### src/inc/bpm_pkg.sv
`default_nettype none
package bpm_pkg;

  // apb geometry; each register takes one aligned 32-bit word
  localparam int APB_ADDR_W = 12;
  localparam int APB_DATA_W = 32;
  localparam int IDX_W = 10;

  // register indices; byte address is four times the index
  localparam logic [IDX_W-1:0] IDX_HIGH_BAT = 10'h04A;
  localparam logic [IDX_W-1:0] IDX_LOW_BAT = 10'h04B;
  localparam logic [IDX_W-1:0] IDX_PWR_SEL = 10'h04C;
  localparam logic [IDX_W-1:0] IDX_PWR_READ = 10'h04D;
  localparam logic [IDX_W-1:0] IDX_PWR_STAT = 10'h070;

  // field layout
  localparam int LEVEL_W = 6;
  localparam int SEL_W = 3;
  localparam int POWER_W = 8;
  localparam int NUM_TRANSISTORS = 6;
  localparam int STAT_FINE_BIT = 0;
  localparam int STAT_UNDEF_BIT = 1;

  // reset values
  localparam logic [LEVEL_W-1:0] HIGH_BAT_RST = 6'h32;
  localparam logic [LEVEL_W-1:0] LOW_BAT_RST = 6'h10;
  localparam logic [SEL_W-1:0] PWR_SEL_RST = 3'h0;
  localparam logic [POWER_W-1:0] PWR_READ_RST = 8'h00;

  // transistor selector codes
  typedef enum logic [SEL_W-1:0] {
    SEL_Q1 = 3'b000,
    SEL_Q2 = 3'b001,
    SEL_Q3 = 3'b010,
    SEL_Q4 = 3'b011,
    SEL_Q5 = 3'b100,
    SEL_Q6 = 3'b101
  } bpm_sel_e;

  // decoded register targets
  typedef enum logic [2:0] {
    REG_NONE = 3'b000,
    REG_HIGH = 3'b001,
    REG_LOW = 3'b010,
    REG_SEL = 3'b011,
    REG_READ = 3'b100,
    REG_STAT = 3'b101
  } bpm_reg_e;

endpackage : bpm_pkg
`default_nettype wire

### src/inc/bpm_sel_if.sv
`timescale 1ns/1ps
`default_nettype none
// carries the selector to the power mux and the chosen reading back
interface bpm_sel_if;
  logic [bpm_pkg::SEL_W-1:0] sel;
  logic [bpm_pkg::POWER_W-1:0] readout;
  logic fine_scale;
  logic undefined_code;

  modport ctl (output sel, input readout, input fine_scale,
               input undefined_code);
  modport mon (input sel, output readout, output fine_scale,
               output undefined_code);
endinterface : bpm_sel_if
`default_nettype wire

### src/hdl/bpm_regs.sv
// Summary of operation
// - six-bit high battery target, 1.5 V per code, resets to -75 V.
// - six-bit low battery target, 1.5 V per code, resets to -24 V.
// - three-bit selector picks transistors one to six; 110 and 111 undefined.
// - read-only byte reports live power of the selected transistor.
// - transistors one, two, five, six read 30.4 mW per code.
// - transistors three and four read 3.62 mW per code.
`timescale 1ns/1ps
`default_nettype none
module bpm_regs #(
  parameter int NUM_TR = bpm_pkg::NUM_TRANSISTORS,
  parameter int PW = bpm_pkg::POWER_W
) (
  input wire logic ref_clk,
  input wire logic rst_b,
  input wire logic psel,
  input wire logic penable,
  input wire logic pwrite,
  input wire logic [bpm_pkg::APB_ADDR_W-1:0] paddr,
  input wire logic [bpm_pkg::APB_DATA_W-1:0] pwdata,
  input wire logic [3:0] pstrb,
  output logic [bpm_pkg::APB_DATA_W-1:0] prdata,
  output logic pready,
  output logic pslverr,
  input wire logic [NUM_TR*PW-1:0] transistor_power_in,
  output logic [bpm_pkg::LEVEL_W-1:0] high_battery_level,
  output logic [bpm_pkg::LEVEL_W-1:0] low_battery_level
);

  typedef struct packed {
    logic [bpm_pkg::LEVEL_W-1:0] high_bat;
    logic [bpm_pkg::LEVEL_W-1:0] low_bat;
    logic [bpm_pkg::SEL_W-1:0] pwr_sel;
    logic pready;
    logic pslverr;
    logic [bpm_pkg::APB_DATA_W-1:0] prdata;
  } bpm_regs_s;

  bpm_regs_s st_q;
  bpm_regs_s st_d;
  bpm_pkg::bpm_reg_e reg_sel;
  logic setup_phase;
  logic write_done;

  bpm_sel_if sel_bus ();

  // map a byte address to a register; misaligned words are unmapped
  function automatic bpm_pkg::bpm_reg_e decode_reg(
    input logic [bpm_pkg::APB_ADDR_W-1:0] addr
  );
    logic [bpm_pkg::IDX_W-1:0] idx;
    idx = addr[bpm_pkg::APB_ADDR_W-1:2];
    if (addr[1:0] != 2'h0) begin
      return bpm_pkg::REG_NONE;
    end
    case (idx)
      bpm_pkg::IDX_HIGH_BAT: return bpm_pkg::REG_HIGH;
      bpm_pkg::IDX_LOW_BAT: return bpm_pkg::REG_LOW;
      bpm_pkg::IDX_PWR_SEL: return bpm_pkg::REG_SEL;
      bpm_pkg::IDX_PWR_READ: return bpm_pkg::REG_READ;
      bpm_pkg::IDX_PWR_STAT: return bpm_pkg::REG_STAT;
      default: return bpm_pkg::REG_NONE;
    endcase
  endfunction : decode_reg

  // place a narrow field in the low bits, upper bits read zero
  function automatic logic [bpm_pkg::APB_DATA_W-1:0] zext8(
    input logic [7:0] val
  );
    return {24'h000000, val};
  endfunction : zext8

  // the power mux sits in its own module and sees only the selector
  bpm_pwr_sel #(
    .NUM_TR(NUM_TR),
    .PW(PW)
  ) u_pwr_sel (
    .ref_clk(ref_clk),
    .rst_b(rst_b),
    .transistor_power_in(transistor_power_in),
    .sel_port(sel_bus.mon)
  );

  assign sel_bus.sel = st_q.pwr_sel;

  // apb phase decode
  assign reg_sel = decode_reg(paddr);
  assign setup_phase = psel && !penable;
  assign write_done = psel && penable && pready && pwrite;

  // register next state and bus answer
  always_comb begin
    st_d = st_q;
    // no wait state: ready rises in the first access cycle, then drops,
    // so a master holding the access phase sees exactly one ready edge
    st_d.pready = setup_phase;
    if (!setup_phase) begin
      st_d.pslverr = 1'b0;
      st_d.prdata = '0;
    end else begin
      st_d.pslverr = (reg_sel == bpm_pkg::REG_NONE);
      // read data is captured in setup so it is stable while ready is high
      case (reg_sel)
        bpm_pkg::REG_HIGH: begin
          st_d.prdata = zext8({2'b00, st_q.high_bat});
        end
        bpm_pkg::REG_LOW: begin
          st_d.prdata = zext8({2'b00, st_q.low_bat});
        end
        bpm_pkg::REG_SEL: begin
          st_d.prdata = zext8({5'b00000, st_q.pwr_sel});
        end
        bpm_pkg::REG_READ: begin
          st_d.prdata = zext8(sel_bus.readout);
        end
        bpm_pkg::REG_STAT: begin
          st_d.prdata = '0;
          st_d.prdata[bpm_pkg::STAT_FINE_BIT] = sel_bus.fine_scale;
          st_d.prdata[bpm_pkg::STAT_UNDEF_BIT] = sel_bus.undefined_code;
        end
        default: begin
          st_d.prdata = '0;
        end
      endcase
    end
    // writes land on the ready edge; only byte lane 0 carries data,
    // so a write with pstrb[0] low leaves the register untouched
    if (write_done && pstrb[0]) begin
      case (reg_sel)
        bpm_pkg::REG_HIGH: begin
          st_d.high_bat = pwdata[bpm_pkg::LEVEL_W-1:0];
        end
        bpm_pkg::REG_LOW: begin
          st_d.low_bat = pwdata[bpm_pkg::LEVEL_W-1:0];
        end
        bpm_pkg::REG_SEL: begin
          // undefined codes are stored as written; the mux reads zero
          st_d.pwr_sel = pwdata[bpm_pkg::SEL_W-1:0];
        end
        default: begin
          // readout and status are read-only, writes are dropped
          st_d.pwr_sel = st_q.pwr_sel;
        end
      endcase
    end
  end

  // single register stage for all state
  always_ff @(posedge ref_clk or negedge rst_b) begin
    if (!rst_b) begin
      st_q <= '{high_bat: bpm_pkg::HIGH_BAT_RST,
                low_bat: bpm_pkg::LOW_BAT_RST,
                pwr_sel: bpm_pkg::PWR_SEL_RST,
                pready: 1'b0,
                pslverr: 1'b0,
                prdata: '0};
    end else begin
      st_q <= st_d;
    end
  end

  // outputs straight from flops; no ordering check between the targets,
  // software is trusted to keep high at or above low
  assign high_battery_level = st_q.high_bat;
  assign low_battery_level = st_q.low_bat;
  assign prdata = st_q.prdata;
  assign pready = st_q.pready;
  assign pslverr = st_q.pslverr;

endmodule : bpm_regs
`default_nettype wire

### src/hdl/bpm_pwr_sel.sv
`timescale 1ns/1ps
`default_nettype none
module bpm_pwr_sel #(
  parameter int NUM_TR = bpm_pkg::NUM_TRANSISTORS,
  parameter int PW = bpm_pkg::POWER_W
) (
  input wire logic ref_clk,
  input wire logic rst_b,
  input wire logic [NUM_TR*PW-1:0] transistor_power_in,
  bpm_sel_if.mon sel_port
);

  typedef struct packed {
    logic [PW-1:0] readout;
    logic fine_scale;
    logic undefined_code;
  } bpm_mux_s;

  bpm_mux_s st_q;
  bpm_mux_s st_d;

  // track the selected transistor every cycle so the reading stays live
  always_comb begin
    st_d = st_q;
    st_d.undefined_code = 1'b0;
    st_d.fine_scale = 1'b0;
    case (sel_port.sel)
      bpm_pkg::SEL_Q1, bpm_pkg::SEL_Q2,
      bpm_pkg::SEL_Q5, bpm_pkg::SEL_Q6: begin
        // power stage: 30.4 mW per code
        st_d.readout = transistor_power_in[int'(sel_port.sel)*PW +: PW];
      end
      bpm_pkg::SEL_Q3, bpm_pkg::SEL_Q4: begin
        // small transistors: 3.62 mW per code
        st_d.readout = transistor_power_in[int'(sel_port.sel)*PW +: PW];
        st_d.fine_scale = 1'b1;
      end
      default: begin
        // undefined codes read zero rather than stale data
        st_d.readout = '0;
        st_d.undefined_code = 1'b1;
      end
    endcase
  end

  always_ff @(posedge ref_clk or negedge rst_b) begin
    if (!rst_b) begin
      st_q <= '{readout: bpm_pkg::PWR_READ_RST, fine_scale: 1'b0,
                undefined_code: 1'b0};
    end else begin
      st_q <= st_d;
    end
  end

  assign sel_port.readout = st_q.readout;
  assign sel_port.fine_scale = st_q.fine_scale;
  assign sel_port.undefined_code = st_q.undefined_code;

endmodule : bpm_pwr_sel
`default_nettype wire

### config.mk
export PLATFORM = sky130hd
export DESIGN_NAME = bpm_regs
export DESIGN_NICKNAME = d
export VERILOG_FILES = /design/src/inc/bpm_pkg.sv /design/src/inc/bpm_sel_if.sv /design/src/hdl/bpm_regs.sv /design/src/hdl/bpm_pwr_sel.sv
export SDC_FILE = /design/constraint.sdc
export NUM_CORES = 1
export LEC_CHECK = 0
export CORE_MARGIN = 3
export CORE_UTILIZATION = 39
export DETAILED_ROUTE_END_ITERATION = 12
export DONT_BUFFER_PORTS = 1
export SETUP_SLACK_MARGIN = 0.05
export SLEW_MARGIN = 20
export SYNTH_ARGS = -nofsm -noshare
export SYNTH_HDL_FRONTEND = slang
export SYNTH_HIERARCHICAL = 1
export SYNTH_SLANG_ARGS = --single-unit
### constraint.sdc
create_clock -name ref_clk -period 1.64 [get_ports ref_clk]
set_clock_uncertainty 0.15 [all_clocks]
set_input_delay 0.246 -clock ref_clk [delete_from_list [all_inputs] [get_ports ref_clk]]
set_output_delay 0.246 -clock ref_clk [all_outputs]
set_load 0.01 [all_outputs]
==> flow_summary.json, run 1 <==
{
  "status": "complete, but fails checks",
  "violations": "setup timing",
  "num-nets-final": 320,
  "numCtsBuffers": 5,
  "crit_path_end_kind": "flop",
  "pwr-share-comb_pct": 9.4,
  "startpoint_type": "input port",
  "area_growth_pct": 19.0,
  "synth_cell_type_count": 45,
  "synth_warnings": 6,
  "worstPathMaxFanout": 3,
  "diodes": 0,
  "power_frac_clock_pct": 36.5,
  "dieArea_sq_um": 6390,
  "total_power_mw": 1.63,
  "avgSynthCellArea_sq_um": 11.2,
  "clock_latency_ns": 0.28,
  "critical_path_class": "input port to flop",
  "die_h_um": 79.9,
  "seq_power_share_pct": 54.1,
  "num_rows": 26,
  "path_cells": "or4b_4 -> or2_4 -> or4_4 -> mux2_4",
  "timing.rr.start": "pready$_DFF_PN0_",
  "cts.path.max_buffers": 2,
  "finalCriticalPeriod_ns": 1.90,
  "die_w_um": 79.9,
  "hold_end": "pready$_DFF_PN0_",
  "grtUsageTotal_pct": 15.8,
  "portBuffers": 0,
  "firstDrtPassIters": 4,
  "place_ws_ns": -0.604,
  "num_vias": 1499,
  "tritoncts": "built",
  "crit_required_ns": 1.66,
  "layout_common_cells": "dfrtp_1 (31), conb_1 (24), mux2i_1 (22)",
  "layout_commonest_cell": "dfrtp_1",
  "path_delay_family": "simple AND/OR/NAND/NOR gates",
  "r2r_setup_slack_ns": -0.11,
  "power_density_nw_per_um2": 642,
  "finalHoldViolCount": 0,
  "synth_cells": 190,
  "fmax_ghz": 0.527,
  "cp_slowest_cell": "or4_4",
  "fin_setup_tns_ns": -3.13,
  "core_sq_um": 5200,
  "r2r_cells": 4,
  "root_buffer": "clkbuf_8",
  "cap_violations": 0,
  "holdPathStages": 2,
  "hpwl_um": 3840,
  "hold_class": "input port to flop",
  "clock-sinks": 35,
  "grt_pass1_vias": 1554,
  "setup_viol": 23,
  "wire_per_inst_um": 17.0,
  "rsz0062_at_grt": "true",
  "antenna_left": 0,
  "syn_area_sq_um": 2130,
  "synth_flop_cell": "dfrtp_1",
  "wirelength_um": 4930,
  "fill_cells": 466,
  "slowest_delay_ns": 0.56,
  "power.leakage_nw": 0.999,
  "grt-ovfl-total": 0,
  "path_clk_slew_ns": 0.07,
  "synth_edf_count": 0,
  "path_buf_inv": 0,
  "arrival_ns": 1.91,
  "switchingPower_mw": 0.383,
  "drt_iter0_markers": 68,
  "min_from": "penable",
  "gp_congestion": 0.767,
  "whs_ns": 0.0215,
  "layout-drive-gt1-share_pct": 31.8,
  "initial_core_util_pct": 40.9,
  "postLayoutCellArea_sq_um": 2540,
  "ios": 147,
  "placed_area_sq_um": 2280,
  "power_switching_share_pct": 23.5,
  "min_period_over_period_pct": 116,
  "fin_ws_ns": -0.258,
  "drc_errors": 0,
  "synthArstFlopShare_pct": 100,
  "r2r-end": "sel_bus.sel[2]$_DFFE_PN0P_",
  "grt_pass1_wl_um": 7730,
  "seq_area_frac_synth_pct": 41.3,
  "ir_drop_mv": 0.372,
  "p_int_mw": 1.25,
  "antenna_found_initial": 0,
  "vias_per_cell": 5.17,
  "ys_ff_latch": 35,
  "grt_max_degree": 36,
  "slew_viol_final": 0,
  "htreeDepth": 2
}
[area by class of cell]
type	count	area, sq um	share of cell area, %
multi-input combinational	147	1190	47.0
sequential	35	881	34.7
timing repair buffer	30	292	11.5
tap	70	87.6	3.45
clock buffer	7	76.3	3.01
clock inverter	1	7.51	0.296
[flip-flops by register name (all words and copies together), names as in the netlist]
| register | flops |
|---|---|
| u_pwr_sel/sel_port.undefined_code | 1 |
| u_pwr_sel/sel_port.readout | 8 |
| prdata | 8 |
| high_battery_level | 6 |
| pready | 1 |
| sel_bus.sel | 3 |
| pslverr | 1 |
| u_pwr_sel/sel_port.fine_scale | 1 |
| low_battery_level | 6 |
[stage by stage]
stage               cells  utilization (%)
floorplan             213                -
global placement      274             43.8
detailed placement    274             43.8
CTS                   290             48.3
global route          290             48.7
finish                290             48.7
[synth_stat cells (2+ instances only)]
cell | number | area share [%]
mux2_2 | 13 | 6.9
nand4_1 | 3 | 0.88
o21ai_0 | 2 | 0.47
mux2i_1 | 22 | 10
nor2b_1 | 3 | 0.88
dfstp_2 | 4 | 4.9
a31oi_1 | 3 | 0.88
buf_4 | 25 | 8.8
or2_2 | 4 | 1.2
clkbuf_1 | 2 | 0.35
mux2_4 | 3 | 2.1
buf_6 | 3 | 1.6
nor2_1 | 7 | 1.2
o21ai_1 | 8 | 1.9
a22o_1 | 2 | 0.82
o32a_1 | 8 | 3.8
a2bb2oi_1 | 3 | 1.2
dfrtp_1 | 31 | 36
nor3b_1 | 3 | 1.1
o21a_1 | 3 | 1.1
nand3b_1 | 2 | 0.70
a22oi_1 | 6 | 2.1
nand2_1 | 5 | 0.88
and2_1 | 4 | 1.2
[layer usage]
layer | up-vias | GRT usage [%] | share of wire (%)
li1 | 718 | - | -
met1 | 682 | 19.1 | 41
met2 | 93 | 27.2 | 49
met3 | 6 | 4.63 | 9.0
met4 | 0 | 4.22 | 0.93
met5 | - | 0 | 0
[what timing repair did]
action                                  CTS  global route
resized for setup                        16             4
buffers inserted                          0             0
hold buffers                              8             0
endpoints found under the setup margin   24            24
pin swaps                                 7             4
cloned                                    0             0
endpoints found under the hold margin    50             0
[worst reg2reg max path, cell delays in order (launching register included)]
cell	delay, ns
dfrtp_1	0.34
and3_1	0.15
nand3_1	0.18
or4_4	0.51
mux2_4	0.32
[cell families after synthesis]
logic type | synth area share, %
AO/OA/AOI/OAI | 13.4
XOR/XNOR | 0.411
buffers and inverters | 11.0
flip-flops | 41.3
multiplexers | 19.3
other | 0.176
AND/OR/NAND/NOR | 14.4
[power by group through the flow]
stage | logic [mW] | clock network (mW) | registers, mW
floorplan | 0.127 | 0 | 0.896
global placement | 0.106 | 0 | 0.897
detailed placement | 0.106 | 0 | 0.897
CTS | 0.152 | 0.620 | 0.881
global route | 0.170 | 0.670 | 0.881
finish | 0.153 | 0.594 | 0.881
[worst max path at each step]
stage	start	to	depth (start not counted)
after detailed placement	paddr[9]	sel_bus.sel[2]$_DFFE_PN0P_	4
after global placement	paddr[9]	sel_bus.sel[2]$_DFFE_PN0P_	4
after CTS	paddr[9]	sel_bus.sel[2]$_DFFE_PN0P_	5
after floorplan	paddr[9]	sel_bus.sel[0]$_DFFE_PN0P_	5
after global routing	paddr[9]	sel_bus.sel[1]$_DFFE_PN0P_	4
final	paddr[9]	sel_bus.sel[2]$_DFFE_PN0P_	4
Power figures use the tool's default switching activity.
==> run 2, diff against run 1 <==
SKIP_CTS_REPAIR_TIMING = 1   (was unset)
==> run 2 against run 1 <==
The run ends with hold timing, setup timing left. Sequential power is essentially flat. Design area shrank 0.64%. Sequential share of layout area grew 0.22 points. First-iteration DRC count shrank 28%. Largest cell class unchanged. Largest power group unchanged.
==> flow_summary.json, run 2 (synthesis results as in run 1) <==
{
  "finalHoldViolCount": 2,
  "finalCriticalPeriod_ns": 1.88,
  "setup_viol": 23,
  "antenna_found_initial": 0,
  "hold_end": "high_battery_level[5]$_DFFE_PN1P_",
  "slew_headroom_pct": 63.3,
  "clock_latency_ns": 0.28,
  "gp_congestion": 0.767,
  "hpwl_um": 3840,
  "grt_pass1_vias": 1478,
  "antenna_left": 0,
  "drc_errors": 0,
  "grt-ovfl-total": 0,
  "seq_power_share_pct": 54.3,
  "worst_pin_slew_ns": 0.547,
  "p_int_mw": 1.24,
  "num_rows": 26,
  "slew_viol_final": 0,
  "status": "complete, but fails checks",
  "tritoncts": "built",
  "crit_required_ns": 1.66,
  "path_cells": "or4b_4 -> nor3_4 -> nand2_2 -> or4_4 -> mux2_4",
  "violations": "hold timing, setup timing",
  "switchingPower_mw": 0.380,
  "min_period_over_period_pct": 115,
  "layout-drive-gt1-share_pct": 32.9,
  "r2r-end": "low_battery_level[5]$_DFFE_PN0P_",
  "path_clk_slew_ns": 0.07,
  "fin_ws_ns": -0.242,
  "dieArea_sq_um": 6390,
  "cts.path.max_buffers": 2,
  "r2r_setup_slack_ns": -0.12,
  "holdPathStages": 1,
  "fin_cells": 289,
  "num_vias": 1485,
  "grtUsageTotal_pct": 15.2,
  "power.leakage_nw": 1.00,
  "slowest_delay_ns": 0.56,
  "timing.rr.start": "pready$_DFF_PN0_",
  "critical_path_class": "input port to flop",
  "portBuffers": 0,
  "wirelength_um": 4970,
  "area_growth_pct": 18.3,
  "fmax_ghz": 0.531,
  "htreeDepth": 2,
  "power_density_nw_per_um2": 645,
  "vias_per_cell": 5.14,
  "ir_drop_mv": 0.371,
  "r2r_cells": 4,
  "grt_max_degree": 36,
  "num-nets-final": 319,
  "whs_ns": -0.0391,
  "rsz0062_at_grt": "true",
  "core_sq_um": 5200,
  "root_buffer": "clkbuf_8",
  "drt_iter0_markers": 49,
  "hold_class": "input port to flop",
  "pwr-share-comb_pct": 9.3,
  "layout_common_cells": "dfrtp_1 (31), conb_1 (24), mux2i_1 (22)",
  "ios": 147,
  "worstPathMaxFanout": 3,
  "die_h_um": 79.9,
  "dp.cells": 274,
  "grt_pass1_wl_um": 7420,
  "power_switching_share_pct": 23.4,
  "layout_commonest_cell": "dfrtp_1",
  "wire_per_inst_um": 17.2,
  "min_from": "pwdata[5]",
  "startpoint_type": "input port",
  "cap_violations": 0,
  "power_frac_clock_pct": 36.4,
  "cp_slowest_cell": "or4_4",
  "die_w_um": 79.9,
  "firstDrtPassIters": 4,
  "total_power_mw": 1.62,
  "numCtsBuffers": 5,
  "arrival_ns": 1.90,
  "clock-sinks": 35,
  "initial_core_util_pct": 40.9,
  "crit_path_end_kind": "flop",
  "diodes": 0
}
==> run 2: final cells by class <==
| cell class | instances | area, sq um |
|---|---|---|
| Multi-Input combinational cell | 147 | 1180 |
| Clock buffer | 7 | 76.3 |
| Sequential cell | 35 | 881 |
| Fill cell | 473 | 2690 |
| Tap cell | 70 | 87.6 |
| Clock inverter | 1 | 7.51 |
| Timing Repair Buffer | 29 | 285 |
==> run 2: worst max-delay path by stage <==
stage	from	end	slack, ns	cells after the start
final	paddr[9]	sel_bus.sel[2]$_DFFE_PN0P_	-0.24	5
after global routing	paddr[9]	low_battery_level[5]$_DFFE_PN0P_	-0.29	5
after CTS	paddr[9]	sel_bus.sel[2]$_DFFE_PN0P_	-0.31	4
after detailed placement	paddr[9]	sel_bus.sel[2]$_DFFE_PN0P_	-0.60	4
after global placement	paddr[9]	sel_bus.sel[2]$_DFFE_PN0P_	-0.60	4
after floorplan	paddr[9]	sel_bus.sel[0]$_DFFE_PN0P_	-0.59	5
==> run 2: power groups by stage <==
stage          logic (mW)  clock network [mW]  registers (mW)
5_1_grt             0.168               0.667           0.882
3_3_place_gp        0.106                   0           0.897
6_report            0.151               0.592           0.881
3_5_place_dp        0.106                   0           0.897
4_1_cts             0.107               0.620           0.881
2_1_floorplan       0.127                   0           0.896
==> run 2: worst max-delay path: cells and delay by family <==
family	cells	cell delay [ns]
muxes	1	0.32
and+or+nand+nor	4	1.33
==> run 2: through the flow <==
stage | instance area (sq um) | setup TNS (ns) | setup WS (ns) | util [%]
3_5_place_dp | 2280 | -11.94 | -0.604 | 43.8
6_report | 2520 | -3.72 | -0.242 | 48.4
2_1_floorplan | 2230 | -9.46 | -0.591 | -
4_1_cts | 2360 | -4.90 | -0.310 | 45.4
3_3_place_gp | 2280 | -11.81 | -0.600 | 43.8
5_1_grt | 2520 | -4.92 | -0.294 | 48.4
==> run 2: routing by layer <==
layer / global-route usage (%) / vias to the layer above / part of all wire (%)
met5: 0 / - / 0
met4: 3.55 / 0 / 0.66
met3: 4.40 / 4 / 9.0
met2: 26.0 / 86 / 49
met1: 18.7 / 678 / 41
li1: - / 717 / -
==> run 3, diff against run 2 <==
RECOVER_POWER = 100   (was unset)
==> run 3 against run 2 <==
The run still ends with hold timing, setup timing left. Critical endpoint unchanged. Clock-buffer cell count stayed put. Largest power group unchanged. Wire length about the same. Core utilization decreased by 0.89 points. Worst hold slack improved by 0.0028 ns. Final cell count stayed put.
==> flow_summary.json, run 3 (synthesis results as in run 1) <==
{
  "crit_path_end_kind": "flop",
  "wire_per_inst_um": 17.2,
  "cp_slowest_cell": "or4_4",
  "slowest_delay_ns": 0.56,
  "placed_area_sq_um": 2280,
  "setup_viol": 31,
  "hpwl_um": 3840,
  "layout-drive-gt1-share_pct": 30.1,
  "firstDrtPassIters": 4,
  "path_cells": "or4b_4 -> nor3_4 -> nand2_2 -> or4_4 -> mux2_4",
  "vias_per_cell": 5.13,
  "ir_drop_mv": 0.370,
  "area_growth_pct": 16.1,
  "die_w_um": 79.9,
  "slew_viol_final": 0,
  "cap_violations": 0,
  "fin_cells": 289,
  "drc_errors": 0,
  "dp.cells": 274,
  "layout_commonest_cell": "dfrtp_1",
  "path_clk_slew_ns": 0.07,
  "tritoncts": "built",
  "die_h_um": 79.9,
  "layout_common_cells": "dfrtp_1 (31), conb_1 (24), mux2i_1 (22)",
  "dieArea_sq_um": 6390,
  "holdPathStages": 1,
  "r2r_cells": 3,
  "num-nets-final": 319,
  "total_power_mw": 1.62,
  "min_period_over_period_pct": 115,
  "grt_pass1_vias": 1478,
  "grt_max_degree": 36,
  "fmax_ghz": 0.531,
  "startpoint_type": "input port",
  "fin_ws_ns": -0.243,
  "worst_pin_slew_ns": 0.846,
  "antenna_left": 0,
  "timing.rr.start": "sel_bus.sel[1]$_DFFE_PN0P_",
  "worstPathMaxFanout": 3,
  "root_buffer": "clkbuf_8",
  "wirelength_um": 4970,
  "portBuffers": 0,
  "finalCriticalPeriod_ns": 1.88,
  "drt_iter0_markers": 53,
  "postLayoutCellArea_sq_um": 2470,
  "clock_latency_ns": 0.28,
  "num_vias": 1483,
  "grtUsageTotal_pct": 15.2,
  "arrival_ns": 1.90,
  "diodes": 0,
  "htreeDepth": 2,
  "initial_core_util_pct": 40.9,
  "grt_pass1_wl_um": 7420,
  "crit_required_ns": 1.66,
  "cts.path.max_buffers": 2,
  "hold_class": "input port to flop",
  "status": "complete, but fails checks",
  "critical_path_class": "input port to flop",
  "r2r-end": "u_pwr_sel/sel_port.readout[6]$_DFF_PN0_",
  "min_from": "pwdata[5]",
  "clock-sinks": 35,
  "finalHoldViolCount": 2,
  "antenna_found_initial": 0,
  "hold_end": "high_battery_level[5]$_DFFE_PN1P_",
  "power.leakage_nw": 0.981,
  "r2r_setup_slack_ns": -0.17,
  "whs_ns": -0.0363,
  "num_rows": 26,
  "ios": 147,
  "grt-ovfl-total": 0,
  "fin_setup_tns_ns": -4.08,
  "power_density_nw_per_um2": 653,
  "violations": "hold timing, setup timing",
  "path_delay_family": "simple AND/OR/NAND/NOR gates",
  "rsz0062_at_grt": "true",
  "gp_congestion": 0.767,
  "core_sq_um": 5200,
  "path_buf_inv": 0,
  "numCtsBuffers": 5,
  "slew_headroom_pct": 43.6
}
==> run 3: cell types whose count changed in the layout (fill, tap and decap cells not counted), sizes merged <==
| cell | previous run | this run |
|---|---|---|
| buf | 23 | 19 |
| clkbuf | 7 | 11 |
==> run 3: how the worst max path moves through the flow <==
stage	slack (ns)	cells after the start	startpoint	to
finish	-0.24	5	paddr[9]	sel_bus.sel[2]$_DFFE_PN0P_
global route	-0.29	5	paddr[9]	low_battery_level[5]$_DFFE_PN0P_
CTS	-0.31	4	paddr[9]	sel_bus.sel[2]$_DFFE_PN0P_
detailed placement	-0.60	4	paddr[9]	sel_bus.sel[2]$_DFFE_PN0P_
global placement	-0.60	4	paddr[9]	sel_bus.sel[2]$_DFFE_PN0P_
floorplan	-0.59	5	paddr[9]	sel_bus.sel[0]$_DFFE_PN0P_
==> run 3: routing by layer <==
layer | track usage, % | vias up | part of all wire [%]
li1 | - | 717 | -
met5 | 0 | - | 0
met1 | 18.7 | 676 | 41
met4 | 3.55 | 0 | 0.66
met2 | 26.0 | 86 | 49
met3 | 4.40 | 4 | 8.9
==> run 3: layout make-up <==
class                      count  area, sq um
fill                         478         2730
multi-input combinational    147         1170
sequential                    35          881
timing repair buffer          29          248
tap                           70         87.6
clock buffer                   7         76.3
clock inverter                 1         7.51
==> run 3: stage by stage <==
stage | util, % | setup slack, ns | hold slack [ns]
6_report | 47.5 | -0.243 | -0.0363
5_1_grt | 47.5 | -0.294 | -0.0461
4_1_cts | 45.4 | -0.310 | -0.510
3_5_place_dp | 43.8 | -0.604 | -0.199
3_3_place_gp | 43.8 | -0.600 | -0.199
2_1_floorplan | - | -0.591 | -0.200
==> run 3: power breakdown <==
| group | switching (mW) | internal [mW] | total, mW | leakage, nW |
|---|---|---|---|---|
| clock | 0.292 | 0.300 | 0.592 | 0.0385 |
| combinational | 0.0819 | 0.0613 | 0.143 | 0.487 |
| sequential | 0.00500 | 0.876 | 0.881 | 0.455 |
| total | 0.379 | 1.24 | 1.62 | 0.981 |
